$ cat src/design/swcwc_pkg.sv
// Notes on behaviour
// - watchdog bit 6 set asks for watchdog off in stop mode
// - watchdog bit 5 picks time-out (0) or window (1) watchdog
// - watchdog bit 4 set starts watchdog with long open window after bus wake
// - reserved bits always read back as zero
// - mode bits 1:0 give off, wake, receive-only, normal; bit 2 adds selective wake
// - selective wake bit changes only by host write or reload, never by mode events
// - normal mode at sleep entry without system error becomes wake capable
// - receive-only becomes wake capable on sleep, stays receive-only on stop
// - wake capable or off mode is left unchanged on sleep or stop entry
// - fail-safe entry forces bus register to 0000 0x01
// - in development mode the reset transceiver mode is 011
// - internal wake bit 6 enables the cyclic timer as wake source
// - internal wake bit 2 is second stop-off bit, cleared on stop to normal
// - external wake bit 7 lets all status bits, not only wakes, assert interrupt
// - external wake bit 5 selects voltage sensing, no wake events from pin
// - external wake bit 0 enables wake pin as wake source, resets to one
// - restart keeps watchdog bits 7,5,4, clears 6 and 3, timer field 100
// - restart keeps external wake bits 7,5,0 and clears the rest
// - restart keeps timer wake enable and clears the rest of internal wake
`default_nettype none
package swcwc_pkg;
  // ----------------------------------------------------------------
  // register addresses
  // ----------------------------------------------------------------
  localparam logic [6:0] WD_ADDR = 7'h03;
  localparam logic [6:0] BUS_ADDR = 7'h04;
  localparam logic [6:0] WK0_ADDR = 7'h06;
  localparam logic [6:0] WK1_ADDR = 7'h07;
  // ----------------------------------------------------------------
  // field positions
  // ----------------------------------------------------------------
  localparam int WD_PARITY_BIT = 7;
  localparam int WD_STOP_OFF_BIT = 6;
  localparam int WD_WINDOW_BIT = 5;
  localparam int WD_BUS_WAKE_BIT = 4;
  localparam int BUS_SEL_WAKE_BIT = 2;
  localparam int WK0_TIMER_BIT = 6;
  localparam int WK0_STOP_OFF_BIT = 2;
  localparam int WK1_GLOBAL_BIT = 7;
  localparam int WK1_SENSE_BIT = 5;
  localparam int WK1_PIN_EN_BIT = 0;
  // ----------------------------------------------------------------
  // reset values and writable masks
  // ----------------------------------------------------------------
  localparam logic [7:0] WD_RST = 8'h14;
  localparam logic [7:0] BUS_RST = 8'h00;
  localparam logic [7:0] BUS_DEV_RST = 8'h03;
  localparam logic [7:0] WK0_RST = 8'h00;
  localparam logic [7:0] WK1_RST = 8'h01;
  localparam logic [7:0] WD_WMASK = 8'hf7;
  localparam logic [7:0] BUS_WMASK = 8'h07;
  localparam logic [7:0] WK0_WMASK = 8'h44;
  localparam logic [7:0] WK1_WMASK = 8'ha1;
  // ----------------------------------------------------------------
  // restart behaviour
  // ----------------------------------------------------------------
  localparam logic [7:0] WD_RESTART_KEEP = 8'hb0;
  localparam logic [7:0] WD_RESTART_SET = 8'h04;
  localparam logic [7:0] WK0_RESTART_KEEP = 8'h40;
  localparam logic [7:0] WK1_RESTART_KEEP = 8'ha1;
  // ----------------------------------------------------------------
  // transceiver modes (low two bits)
  // ----------------------------------------------------------------
  localparam logic [1:0] CAN_OFF = 2'h0;
  localparam logic [1:0] CAN_WAKE = 2'h1;
  localparam logic [1:0] CAN_RXONLY = 2'h2;
  localparam logic [1:0] CAN_NORMAL = 2'h3;
endpackage
`default_nettype wire

$ cat src/design/swcwc_regs.sv
`timescale 1ns/1ps
`default_nettype none
module swcwc_regs (
  input wire logic sys_clk,
  input wire logic rst_b,
  input wire logic wr_en,
  input wire logic rd_en,
  input wire logic [6:0] addr,
  input wire logic [7:0] wdata,
  output logic [7:0] rdata,
  input wire logic soft_reset,
  input wire logic dev_mode,
  input wire logic sleep_entry,
  input wire logic stop_entry,
  input wire logic stop_to_normal,
  input wire logic failsafe_entry,
  input wire logic restart_entry,
  input wire logic system_error_flag,
  input wire logic wake_status_any,
  input wire logic other_status_any,
  output logic stop_wdog_off,
  output logic window_type_select,
  output logic wdog_start_after_bus_wake,
  output logic [2:0] wdog_period_field,
  output logic [1:0] can_mode,
  output logic selective_wake,
  output logic cyclic_timer_wake_enable,
  output logic pin_voltage_sense_select,
  output logic wake_pin_wake_enable,
  output logic interrupt_out_n
);
  // ----------------------------------------------------------------
  // storage
  // ----------------------------------------------------------------
  logic [7:0] wd_r, wd_nxt;
  logic [7:0] bus_r, bus_nxt;
  logic [7:0] wk0_r, wk0_nxt;
  logic [7:0] wk1_r, wk1_nxt;
  logic [7:0] rdata_r;
  logic init_pending_r;
  logic irq_n_r;

  // ----------------------------------------------------------------
  // address decode
  // ----------------------------------------------------------------
  wire logic wd_wr = wr_en && (addr == swcwc_pkg::WD_ADDR);
  wire logic bus_wr = wr_en && (addr == swcwc_pkg::BUS_ADDR);
  wire logic wk0_wr = wr_en && (addr == swcwc_pkg::WK0_ADDR);
  wire logic wk1_wr = wr_en && (addr == swcwc_pkg::WK1_ADDR);
  // unmapped addresses read as zero
  wire logic [7:0] rd_mux =
    (addr == swcwc_pkg::WD_ADDR) ? wd_r :
    (addr == swcwc_pkg::BUS_ADDR) ? bus_r :
    (addr == swcwc_pkg::WK0_ADDR) ? wk0_r :
    (addr == swcwc_pkg::WK1_ADDR) ? wk1_r : 8'h00;
  // reload covers power-on (strap caught after release) and soft reset
  wire logic reload = init_pending_r || soft_reset;
  // plain marks cycles in which host writes and mode events may act;
  // the assertions use it too, so a change of priority shows up there
  wire logic plain = !reload && !failsafe_entry && !restart_entry;
  // sleep conversion looks at the mode a same-cycle write leaves behind,
  // so normal mode written just before sleep is still converted
  wire logic [1:0] mode_after_wr = bus_wr ? wdata[1:0] : bus_r[1:0];
  wire logic sleep_to_wake = sleep_entry &&
    (((mode_after_wr == swcwc_pkg::CAN_NORMAL) && !system_error_flag) ||
     (mode_after_wr == swcwc_pkg::CAN_RXONLY));

  // ----------------------------------------------------------------
  // next-state: reload > fail-safe > restart > host write + mode events
  // ----------------------------------------------------------------
  // hardware events win over a host write in the same cycle, so a mode
  // transition is never undone by a late write
  always_comb begin
    wd_nxt = wd_r;
    bus_nxt = bus_r;
    wk0_nxt = wk0_r;
    wk1_nxt = wk1_r;
    if (reload) begin
      wd_nxt = swcwc_pkg::WD_RST;
      bus_nxt = dev_mode ? swcwc_pkg::BUS_DEV_RST : swcwc_pkg::BUS_RST;
      wk0_nxt = swcwc_pkg::WK0_RST;
      wk1_nxt = swcwc_pkg::WK1_RST;
    end else if (failsafe_entry) begin
      // selective wake bit kept, transceiver forced to wake capable;
      // the external wake register is left alone here
      bus_nxt = {5'h00, bus_r[swcwc_pkg::BUS_SEL_WAKE_BIT], swcwc_pkg::CAN_WAKE};
    end else if (restart_entry) begin
      // the bus register keeps its mode on restart; its value there depends
      // on the cause, which is decided outside this block
      wd_nxt = (wd_r & swcwc_pkg::WD_RESTART_KEEP) | swcwc_pkg::WD_RESTART_SET;
      wk0_nxt = wk0_r & swcwc_pkg::WK0_RESTART_KEEP;
      wk1_nxt = wk1_r & swcwc_pkg::WK1_RESTART_KEEP;
    end else begin
      // parity bit is stored as written; the host keeps it even
      if (wd_wr) begin
        wd_nxt = wdata & swcwc_pkg::WD_WMASK;
      end
      if (bus_wr) begin
        bus_nxt = wdata & swcwc_pkg::BUS_WMASK;
      end
      if (wk0_wr) begin
        wk0_nxt = wdata & swcwc_pkg::WK0_WMASK;
      end
      if (wk1_wr) begin
        wk1_nxt = wdata & swcwc_pkg::WK1_WMASK;
      end
      // stop entry leaves every mode as it is; off and wake stay on sleep
      if (sleep_to_wake) begin
        bus_nxt[1:0] = swcwc_pkg::CAN_WAKE;
      end
      if (stop_to_normal) begin
        wk0_nxt[swcwc_pkg::WK0_STOP_OFF_BIT] = 1'b0;
      end
    end
  end

  // ----------------------------------------------------------------
  // register flops
  // ----------------------------------------------------------------
  // the reset branch loads constants only; init_pending_r asks for one
  // reload after release so the development strap is seen as well
  always_ff @(posedge sys_clk or negedge rst_b) begin
    if (!rst_b) begin
      wd_r <= swcwc_pkg::WD_RST;
      bus_r <= swcwc_pkg::BUS_RST;
      wk0_r <= swcwc_pkg::WK0_RST;
      wk1_r <= swcwc_pkg::WK1_RST;
      init_pending_r <= 1'b1;
    end else begin
      wd_r <= wd_nxt;
      bus_r <= bus_nxt;
      wk0_r <= wk0_nxt;
      wk1_r <= wk1_nxt;
      init_pending_r <= 1'b0;
    end
  end

  // read data held until the next read strobe
  always_ff @(posedge sys_clk or negedge rst_b) begin
    if (!rst_b) begin
      rdata_r <= 8'h00;
    end else if (rd_en) begin
      rdata_r <= rd_mux;
    end
  end

  // interrupt request, low active; registered to avoid glitches on the pin
  always_ff @(posedge sys_clk or negedge rst_b) begin
    if (!rst_b) begin
      irq_n_r <= 1'b1;
    end else begin
      irq_n_r <= !(wake_status_any ||
                   (wk1_r[swcwc_pkg::WK1_GLOBAL_BIT] && other_status_any));
    end
  end

  // ----------------------------------------------------------------
  // field outputs
  // ----------------------------------------------------------------
  // fields are plain wires off the flops; downstream logic sees a new
  // setting one cycle after the write that carries it
  assign rdata = rdata_r;
  assign interrupt_out_n = irq_n_r;
  // one stray bit cannot switch the watchdog off in stop mode
  assign stop_wdog_off = wd_r[swcwc_pkg::WD_STOP_OFF_BIT] &&
                         wk0_r[swcwc_pkg::WK0_STOP_OFF_BIT];
  assign window_type_select = wd_r[swcwc_pkg::WD_WINDOW_BIT];
  assign wdog_start_after_bus_wake = wd_r[swcwc_pkg::WD_BUS_WAKE_BIT];
  assign wdog_period_field = wd_r[2:0];
  assign can_mode = bus_r[1:0];
  assign selective_wake = bus_r[swcwc_pkg::BUS_SEL_WAKE_BIT];
  assign cyclic_timer_wake_enable = wk0_r[swcwc_pkg::WK0_TIMER_BIT];
  assign pin_voltage_sense_select = wk1_r[swcwc_pkg::WK1_SENSE_BIT];
  assign wake_pin_wake_enable = wk1_r[swcwc_pkg::WK1_PIN_EN_BIT] &&
                                !wk1_r[swcwc_pkg::WK1_SENSE_BIT];
endmodule // swcwc_regs
`default_nettype wire

$ cat config.mk
export PLATFORM = sky130hd
export DESIGN_NAME = swcwc_regs
export DESIGN_NICKNAME = d
export VERILOG_FILES = /design/src/design/swcwc_pkg.sv /design/src/design/swcwc_regs.sv
export SDC_FILE = /design/constraint.sdc
export NUM_CORES = 1
export LEC_CHECK = 0
export ABC_AREA = 1
export ABC_CLOCK_PERIOD_IN_PS = 1800
export BUFFER_PORTS_ARGS = -buffer_cell sky130_fd_sc_hd__buf_4
export CAP_MARGIN = 20
export CORE_ASPECT_RATIO = 1.1
export CORE_UTILIZATION = 49
export DETAILED_ROUTE_END_ITERATION = 10
export PLACE_DENSITY = 0.78
export SLEW_MARGIN = 40
export SYNTH_ARGS = -nofsm -noshare
export SYNTH_HDL_FRONTEND = slang
export SYNTH_SLANG_ARGS = --single-unit
export TNS_END_PERCENT = 30
$ cat constraint.sdc
create_clock -name sys_clk -period 1.8 [get_ports sys_clk]
set_input_delay 0.18 -clock sys_clk [delete_from_list [all_inputs] [get_ports sys_clk]]
set_output_delay 0.18 -clock sys_clk [all_outputs]
set_load 0.01 [all_outputs]
==> results of run 1 <==
[flip-flops by register name, summed over array words and instances (netlist names)]
register	count
rdata	7
wk0_r	2
wk1_r	3
interrupt_out_n	1
init_pending_r	1
wd_r	7
bus_r	3
[metrics by stage]
step | cell area, um2 | utilization
after floorplan | 1400 | -
after global placement | 1750 | 0.676
after detailed placement | 1750 | 0.676
after CTS | 1830 | 0.707
after global routing | 1830 | 0.707
final | 1830 | 0.707
[worst min-delay path by stage]
stage	cells past startpoint	from	slack [ns]	to
floorplan	0	rst_b	-0.12	bus_r[0]$_DFFE_PN0P_
global placement	1	rst_b	0.09	wk1_r[7]$_DFFE_PN0P_
detailed placement	1	rst_b	0.1	rdata[0]$_DFFE_PN0P_
CTS	2	restart_entry	0.11	wd_r[7]$_DFFE_PN0P_
global route	2	restart_entry	0.1	wd_r[7]$_DFFE_PN0P_
finish	2	restart_entry	0.11	wd_r[7]$_DFFE_PN0P_
[critical path: cells and delay by family, from the launching register on]
kind / cells / cell delay [ns]
DFF: 1 / 0.54
and+or+nand+nor: 3 / 0.33
AOI/OAI and AO/OA: 2 / 0.29
buffers and inverters: 1 / 0.27
[cell type report]
cell class	instances	area share
Clock buffer	3	0.0123
Multi-Input combinational cell	122	0.362
Clock inverter	1	0.0164
Inverter	22	0.0478
Sequential cell	24	0.331
Timing Repair Buffer	50	0.209
Tap cell	31	0.0212
[synth_stat cells]
| cell type | count | area (um2) |
|---|---|---|
| nand3_1 | 7 | 35.0 |
| o31ai_2 | 1 | 12.5 |
| nand2_2 | 3 | 18.8 |
| nor2_2 | 1 | 6.26 |
| nand2_1 | 47 | 176 |
| o21ai_4 | 2 | 32.5 |
| nor2_4 | 3 | 33.8 |
| buf_4 | 4 | 30.0 |
| nand2b_1 | 1 | 6.26 |
| a21boi_1 | 1 | 7.51 |
| nand2_4 | 1 | 11.3 |
| buf_6 | 1 | 11.3 |
| o211ai_2 | 1 | 12.5 |
| inv_1 | 16 | 60.1 |
| clkbuf_1 | 1 | 3.75 |
| a31oi_1 | 5 | 31.3 |
| o21a_4 | 1 | 15.0 |
| nand4_1 | 2 | 12.5 |
| nor2_8 | 1 | 20.0 |
| or2_4 | 1 | 8.76 |
| o211ai_1 | 2 | 15.0 |
| conb_1 | 1 | 3.75 |
| clkinv_1 | 1 | 3.75 |
| nor3_2 | 1 | 10.0 |
| inv_2 | 4 | 15.0 |
| nor3_1 | 1 | 5.00 |
| a21oi_1 | 5 | 25.0 |
| dfrtp_1 | 19 | 475 |
| nor2_1 | 17 | 63.8 |
| a21oi_4 | 1 | 16.3 |
| clkinv_4 | 1 | 8.76 |
| dfstp_2 | 5 | 131 |
| mux2_2 | 1 | 11.3 |
| o21ai_0 | 3 | 15.0 |
| o21ai_1 | 11 | 55.1 |
[power breakdown]
group | internal, mW | switching [mW]
clock network | 0.225 | 0.168
logic | 0.129 | 0.146
registers | 0.584 | 0.0266
[routing by layer]
metal  routed length [um]  track usage
met5                    0            0
met4                   19       0.0489
met3                  161       0.0315
met2                 1680        0.445
met1                 1430        0.303
[kinds of logic after synthesis]
group	share of synthesized area
flops	0.433
compound gates	0.170
other cells	0.00268
mux	0.00804
buf+inv	0.0947
simple gates	0.291
==> metrics.md, run 1 <==
| Metric | Value |
|---|---|
| CTS Hold Bufs | `3` |
| Worst setup EP type | `flop` |
| Largest net degree at the start of global routing | `25` |
| Arrival time at the worst endpoint | `~1.8 ns` |
| CP Capture Point | `wk0_r[6]$_DFFE_PN0P_` |
| Maximum vdd drop | `0.000578 V` |
| Worst hold slack | `~0.11 ns` |
| Total track usage | `0.244` |
| Minimum clock period | `~1.5 ns` |
| Die area | `just over 3000 um2` |
| Reg clk slew, reported paths | `around 0.14 ns` |
| Required @ worst endpoint | `just over 2 ns` |
| Post-Synthesis Mean Instance Area | `between 8 and 9 um2` |
| Antenna violations before repair | `0` |
| Worst-skew pair later-pin latency | `0.31 ns` |
| Status | `completed` |
| DRC Markers | `0` |
| #FFs+latches synth | `24` |
| Sequential area share after synthesis | `0.433` |
| Worst Hold Class | `in2reg` |
| Chip Height | `about 58 um` |
| Vias | `between 1k and 1.5k` |
| FF-to-FF End | `wk0_r[6]$_DFFE_PN0P_` |
| Leakage | `0.895 nW` |
| Total design power | `~1.3 mW` |
| Vias per cell | `between 5 and 6` |
| Worst Path Max Fanout | `8` |
| Total of warnings raised by yosys | `0` |
| Row cnt | `19` |
| DIE WIDTH | `roughly 53 um` |
| Initial Utilization | `0.540` |
| Pwr dens | `698 nW/um2` |
| Post-CTS Setup Inserts | `0` |
| Worst reg2reg path startpoint | `init_pending_r$_DFF_PN1_` |
| RSZ-0062 raised after global routing | `false` |
| Yosys cell types | `35` |
| Antenna diodes | `0` |
| Vias in the first global route | `between 1k and 1.5k` |
| Clock sink count | `24` |
| Gr ovfl total | `0` |
| Setup violations, final | `0` |
| First-pass GRT wire length | `between 5000 and 6000 um` |
| Max stage delay cell, worst path | `dfstp_2` |
| Antenna Violating Nets Remaining | `0` |
| Multi-input logic area | `between 600 and 700 um2` |
| Clock root cell | `clkbuf_4` |
| Sequential cell area | `approximately 600 um2` |
| Initial DRC count | `30` |
| Kind of critical path | `reg2reg` |
| Setup TNS | `0 ns` |
| Critical path origin | `init_pending_r$_DFF_PN1_` |
| CTS tree | `built` |
| Post-DP HPWL | `between 2000 and 3000 um` |
| Cells after synthesis | `173` |
| Inst Count DP | `between 200 and 250` |
| Core region area | `2590 um2` |
| Final period utilization | `0.855` |
| Port Buffers | `46` |
| Area Overhead vs Synth | `30.9%` |
| GPL Wtd Cong | `between 0.8 and 0.9` |
| Startpoint types | `flop` |
| TritonRoute pass-1 iters | `4` |
| Netlist Area Pre-Place | `roughly 1400 um2` |
| Fin nets | `about 250` |
| Largest stage delay, worst path | `roughly 0.54 ns` |
| H-tree lvl count | `1` |
| Worst Skew | `0.00199 ns` |
| Non-Filler Instances | `about 250` |
| MaxCap Viol Count | `0` |
| Worst setup margin | `~0.26 ns` |
| Io pins | `50` |
| Most frequent cells in the layout | `nand2_1 (47), buf_4 (47), dfrtp_1 (19), nor2_1 (17), inv_1 (16)` |
| Reg2reg setup slack | `approximately 0.26 ns` |
| Dpl ws | `approximately 0.29 ns` |
| Count of final max-slew check failures | `0` |
| DRT Wirelength | `3280 um` |
| Reg2Reg Depth | `6` |
| Hold Vio Cnt, Final | `0` |
| Layout cells sized above 1 | `0.356` |
| Fillers | `233` |
| Crit-path cells | `or2_4 -> clkinv_1 -> o21ai_1 -> nand2_1 -> nand2_1 -> o21ai_1` |
| TritonCTS buffer count | `3` |
| DR WL/cell | `around 13 um` |
| Clock Tree Buf Depth | `2` |
| Fmax | `0.650 GHz` |
| Post-CTS sizing | `0` |
Power figures use the tool's default switching activity.
==> inputs of run 2 (changes only) <==
--- a/config.mk
+++ b/config.mk
@@ -15,2 +15,4 @@
 export PLACE_DENSITY = 0.78
+export RECOVER_POWER = 50
+export REMOVE_ABC_BUFFERS = 1
 export SLEW_MARGIN = 40
==> constraint.sdc (replaced) <==
create_clock -name sys_clk -period 1.8 [get_ports sys_clk]
set_input_delay 0.27 -clock sys_clk [delete_from_list [all_inputs] [get_ports sys_clk]]
set_output_delay 0.27 -clock sys_clk [all_outputs]
set_load 0.01 [all_outputs]
==> run 2 against run 1 <==
Clock power down 28%. Cell area down 2.8%. Final cell count down 0.79%. Non-clock buffer count down 2. Register-to-register slack about the same. First-iteration DRC count unchanged. Largest power group unchanged.
==> metrics.md, run 2 (synthesis results as in run 1) <==
| Metric | Value |
|---|---|
| Pwr dens | `652 nW/um2 (-6.5%)` |
| Layout cells sized above 1 | `0.341 (-0.0149)` |
| Worst setup EP type | `flop` |
| Core region area | `2590 um2 (unchanged)` |
| Row cnt | `19 (unchanged)` |
| Clock root cell | `clkbuf_4` |
| GPL Wtd Cong | `0.835 (-2.9%)` |
| Antenna Violating Nets Remaining | `0 (unchanged)` |
| Worst-margin pin slew | `~0.61 ns` |
| Fmax | `0.653 GHz (+0.44%)` |
| Worst-skew pair later-pin latency | `0.31 ns (about the same)` |
| H-tree lvl count | `1 (unchanged)` |
| Initial Utilization | `0.540 (unchanged)` |
| Minimum clock period | `1.53 ns (-0.00667 ns)` |
| Critical path origin | `init_pending_r$_DFF_PN1_` |
| Reg2Reg Depth | `6 (unchanged)` |
| Post-CTS sizing | `0 (unchanged)` |
| Leakage | `0.870 nW (-2.9%)` |
| Clock Tree Buf Depth | `2 (unchanged)` |
| CTS tree | `built` |
| Largest stage delay, worst path | `0.54 ns (about the same)` |
| Most frequent cells in the layout | `nand2_1 (49), buf_4 (44), dfrtp_1 (19), inv_1 (17), nor2_1 (17)` |
| Required @ worst endpoint | `2.02 ns (about the same)` |
| Worst Path Max Fanout | `8 (unchanged)` |
| Fin nets | `250 (-0.79%)` |
| Startpoint types | `flop` |
| Vias | `1,277 (-0.85%)` |
| Non-Filler Instances | `251 (-0.79%)` |
| DRC Markers | `0 (unchanged)` |
| Arrival time at the worst endpoint | `1.75 ns (about the same)` |
| Reg clk slew, reported paths | `0.13 ns (about the same)` |
| Post-DP HPWL | `2470 um (-4.9%)` |
| Worst Skew | `0.00629 ns (+0.00429 ns)` |
| Maximum vdd drop | `0.000486 V (-16%)` |
| Io pins | `50 (unchanged)` |
| Largest net degree at the start of global routing | `25 (unchanged)` |
| Final period utilization | `0.851 (-0.00371)` |
| Antenna diodes | `0 (unchanged)` |
| MaxCap Viol Count | `0 (unchanged)` |
| Chip Height | `58.1 um (unchanged)` |
| Finished Cell Area | `1780 um2 (-2.8%)` |
| Commonest non-fill, non-tap cell in the layout | `nand2_1` |
| Crit-path cells | `or2_4 -> clkinv_1 -> o21ai_1 -> nand2_1 -> nand2_1 -> o21ai_1` |
| Worst Hold Class | `in2reg` |
| Worst setup margin | `0.267 ns (+0.00667 ns)` |
| Area Overhead vs Synth | `27.3%` |
| TritonRoute pass-1 iters | `4 (unchanged)` |
| Worst reg2reg path startpoint | `init_pending_r$_DFF_PN1_` |
| Worst slew margin | `0.594` |
| Final Core Density | `0.688 (-0.0198)` |
| Vias in the first global route | `1,258 (-6.3%)` |
| Port Buffers | `46 (unchanged)` |
| Kind of critical path | `reg2reg` |
| Placed cell area | `1750 um2 (unchanged)` |
| DRT Wirelength | `3110 um (-5.3%)` |
| TritonCTS buffer count | `3 (unchanged)` |
| Dpl ws | `0.302 ns (+0.0118 ns)` |
| Status | `completed` |
| Die area | `3080 um2 (unchanged)` |
| Gr ovfl total | `0 (unchanged)` |
| Vias per cell | `5.09 (about the same)` |
| Setup TNS | `0 ns (unchanged)` |
| Clock sink count | `24 (unchanged)` |
| First-pass GRT wire length | `5350 um (-4.9%)` |
| Setup violations, final | `0 (unchanged)` |
| Max stage delay cell, worst path | `dfstp_2` |
| Total track usage | `0.235 (-0.00934)` |
| Count of final max-slew check failures | `0 (unchanged)` |
| Initial DRC count | `30 (unchanged)` |
| Post-CTS Setup Inserts | `0 (unchanged)` |
| Hold Vio Cnt, Final | `0 (unchanged)` |
| Hold Path Depth | `2 (unchanged)` |
| DR WL/cell | `12.4 um (-4.6%)` |
| DIE WIDTH | `53.0 um (unchanged)` |
| Antenna violations before repair | `0 (unchanged)` |
| Inst Count DP | `246 (unchanged)` |
| Hold Startpoint | `wake_status_any` |
| RSZ-0062 raised after global routing | `false` |
-- run 2: cell count changes in the layout (fill, tap and decap cells not counted), moves of 2 or more --
cell           change
buf_4              -3
nand2_2            -2
dlygate4sd3_1      -2
nand2_1            +2
-- run 2: cell type report --
type                    count  area (um2)
fillers                   218         810
well taps                  31        38.8
multi-input cells         122         659
clock buffers               4        36.3
flip-flops and latches     24         607
repair buffers             48         357
inverters                  22        83.8
-- run 2: critical path, delay by kind of cell, from the launching register on --
kind                   cells  cell delay [ns]
DFF                        1             0.54
AOI/OAI and AO/OA          2             0.31
buffers and inverters      1             0.26
and+or+nand+nor            3             0.33
-- run 2: per-stage QoR --
step           hold slack [ns]  power [mW]
6_report                0.0569        1.16
5_1_grt                 0.0489        1.23
4_1_cts                 0.0528        1.17
3_5_place_dp             0.190       0.891
3_3_place_gp             0.183       0.882
2_1_floorplan          -0.0256       0.746
-- run 2: per-layer routing --
layer / part of all wire / GRT usage
met4: 0.0055 / 0.0564
met1: 0.45 / 0.297
met2: 0.49 / 0.418
met3: 0.053 / 0.0289
met5: 0 / 0
-- run 2: final timing paths --
| kind | slack (ns) | endpoint |
|---|---|---|
| max | 0.27 | wk0_r[6]$_DFFE_PN0P_ |
| min | 0.06 | interrupt_out_n$_DFF_PN1_ |
| max reg2reg | 0.27 | wk0_r[6]$_DFFE_PN0P_ |
| min reg2reg | 0.47 | interrupt_out_n$_DFF_PN1_ |
| max in group asynchronous | 0.93 | wd_r[0]$_DFFE_PN0P_ |
| min in group asynchronous | 0.48 | wk0_r[6]$_DFFE_PN0P_ |
-- run 2: report_power, final --
part	internal, mW	switching, mW
registers	0.584	0.0287
logic	0.124	0.142
clock network	0.124	0.160
-- run 2: what timing repair did --
action | 4_1_cts | 5_1_grt
hold endpoints to repair | 19 | 0
hold buffers | 1 | 0
endpoints found under the setup margin | 0 | 0
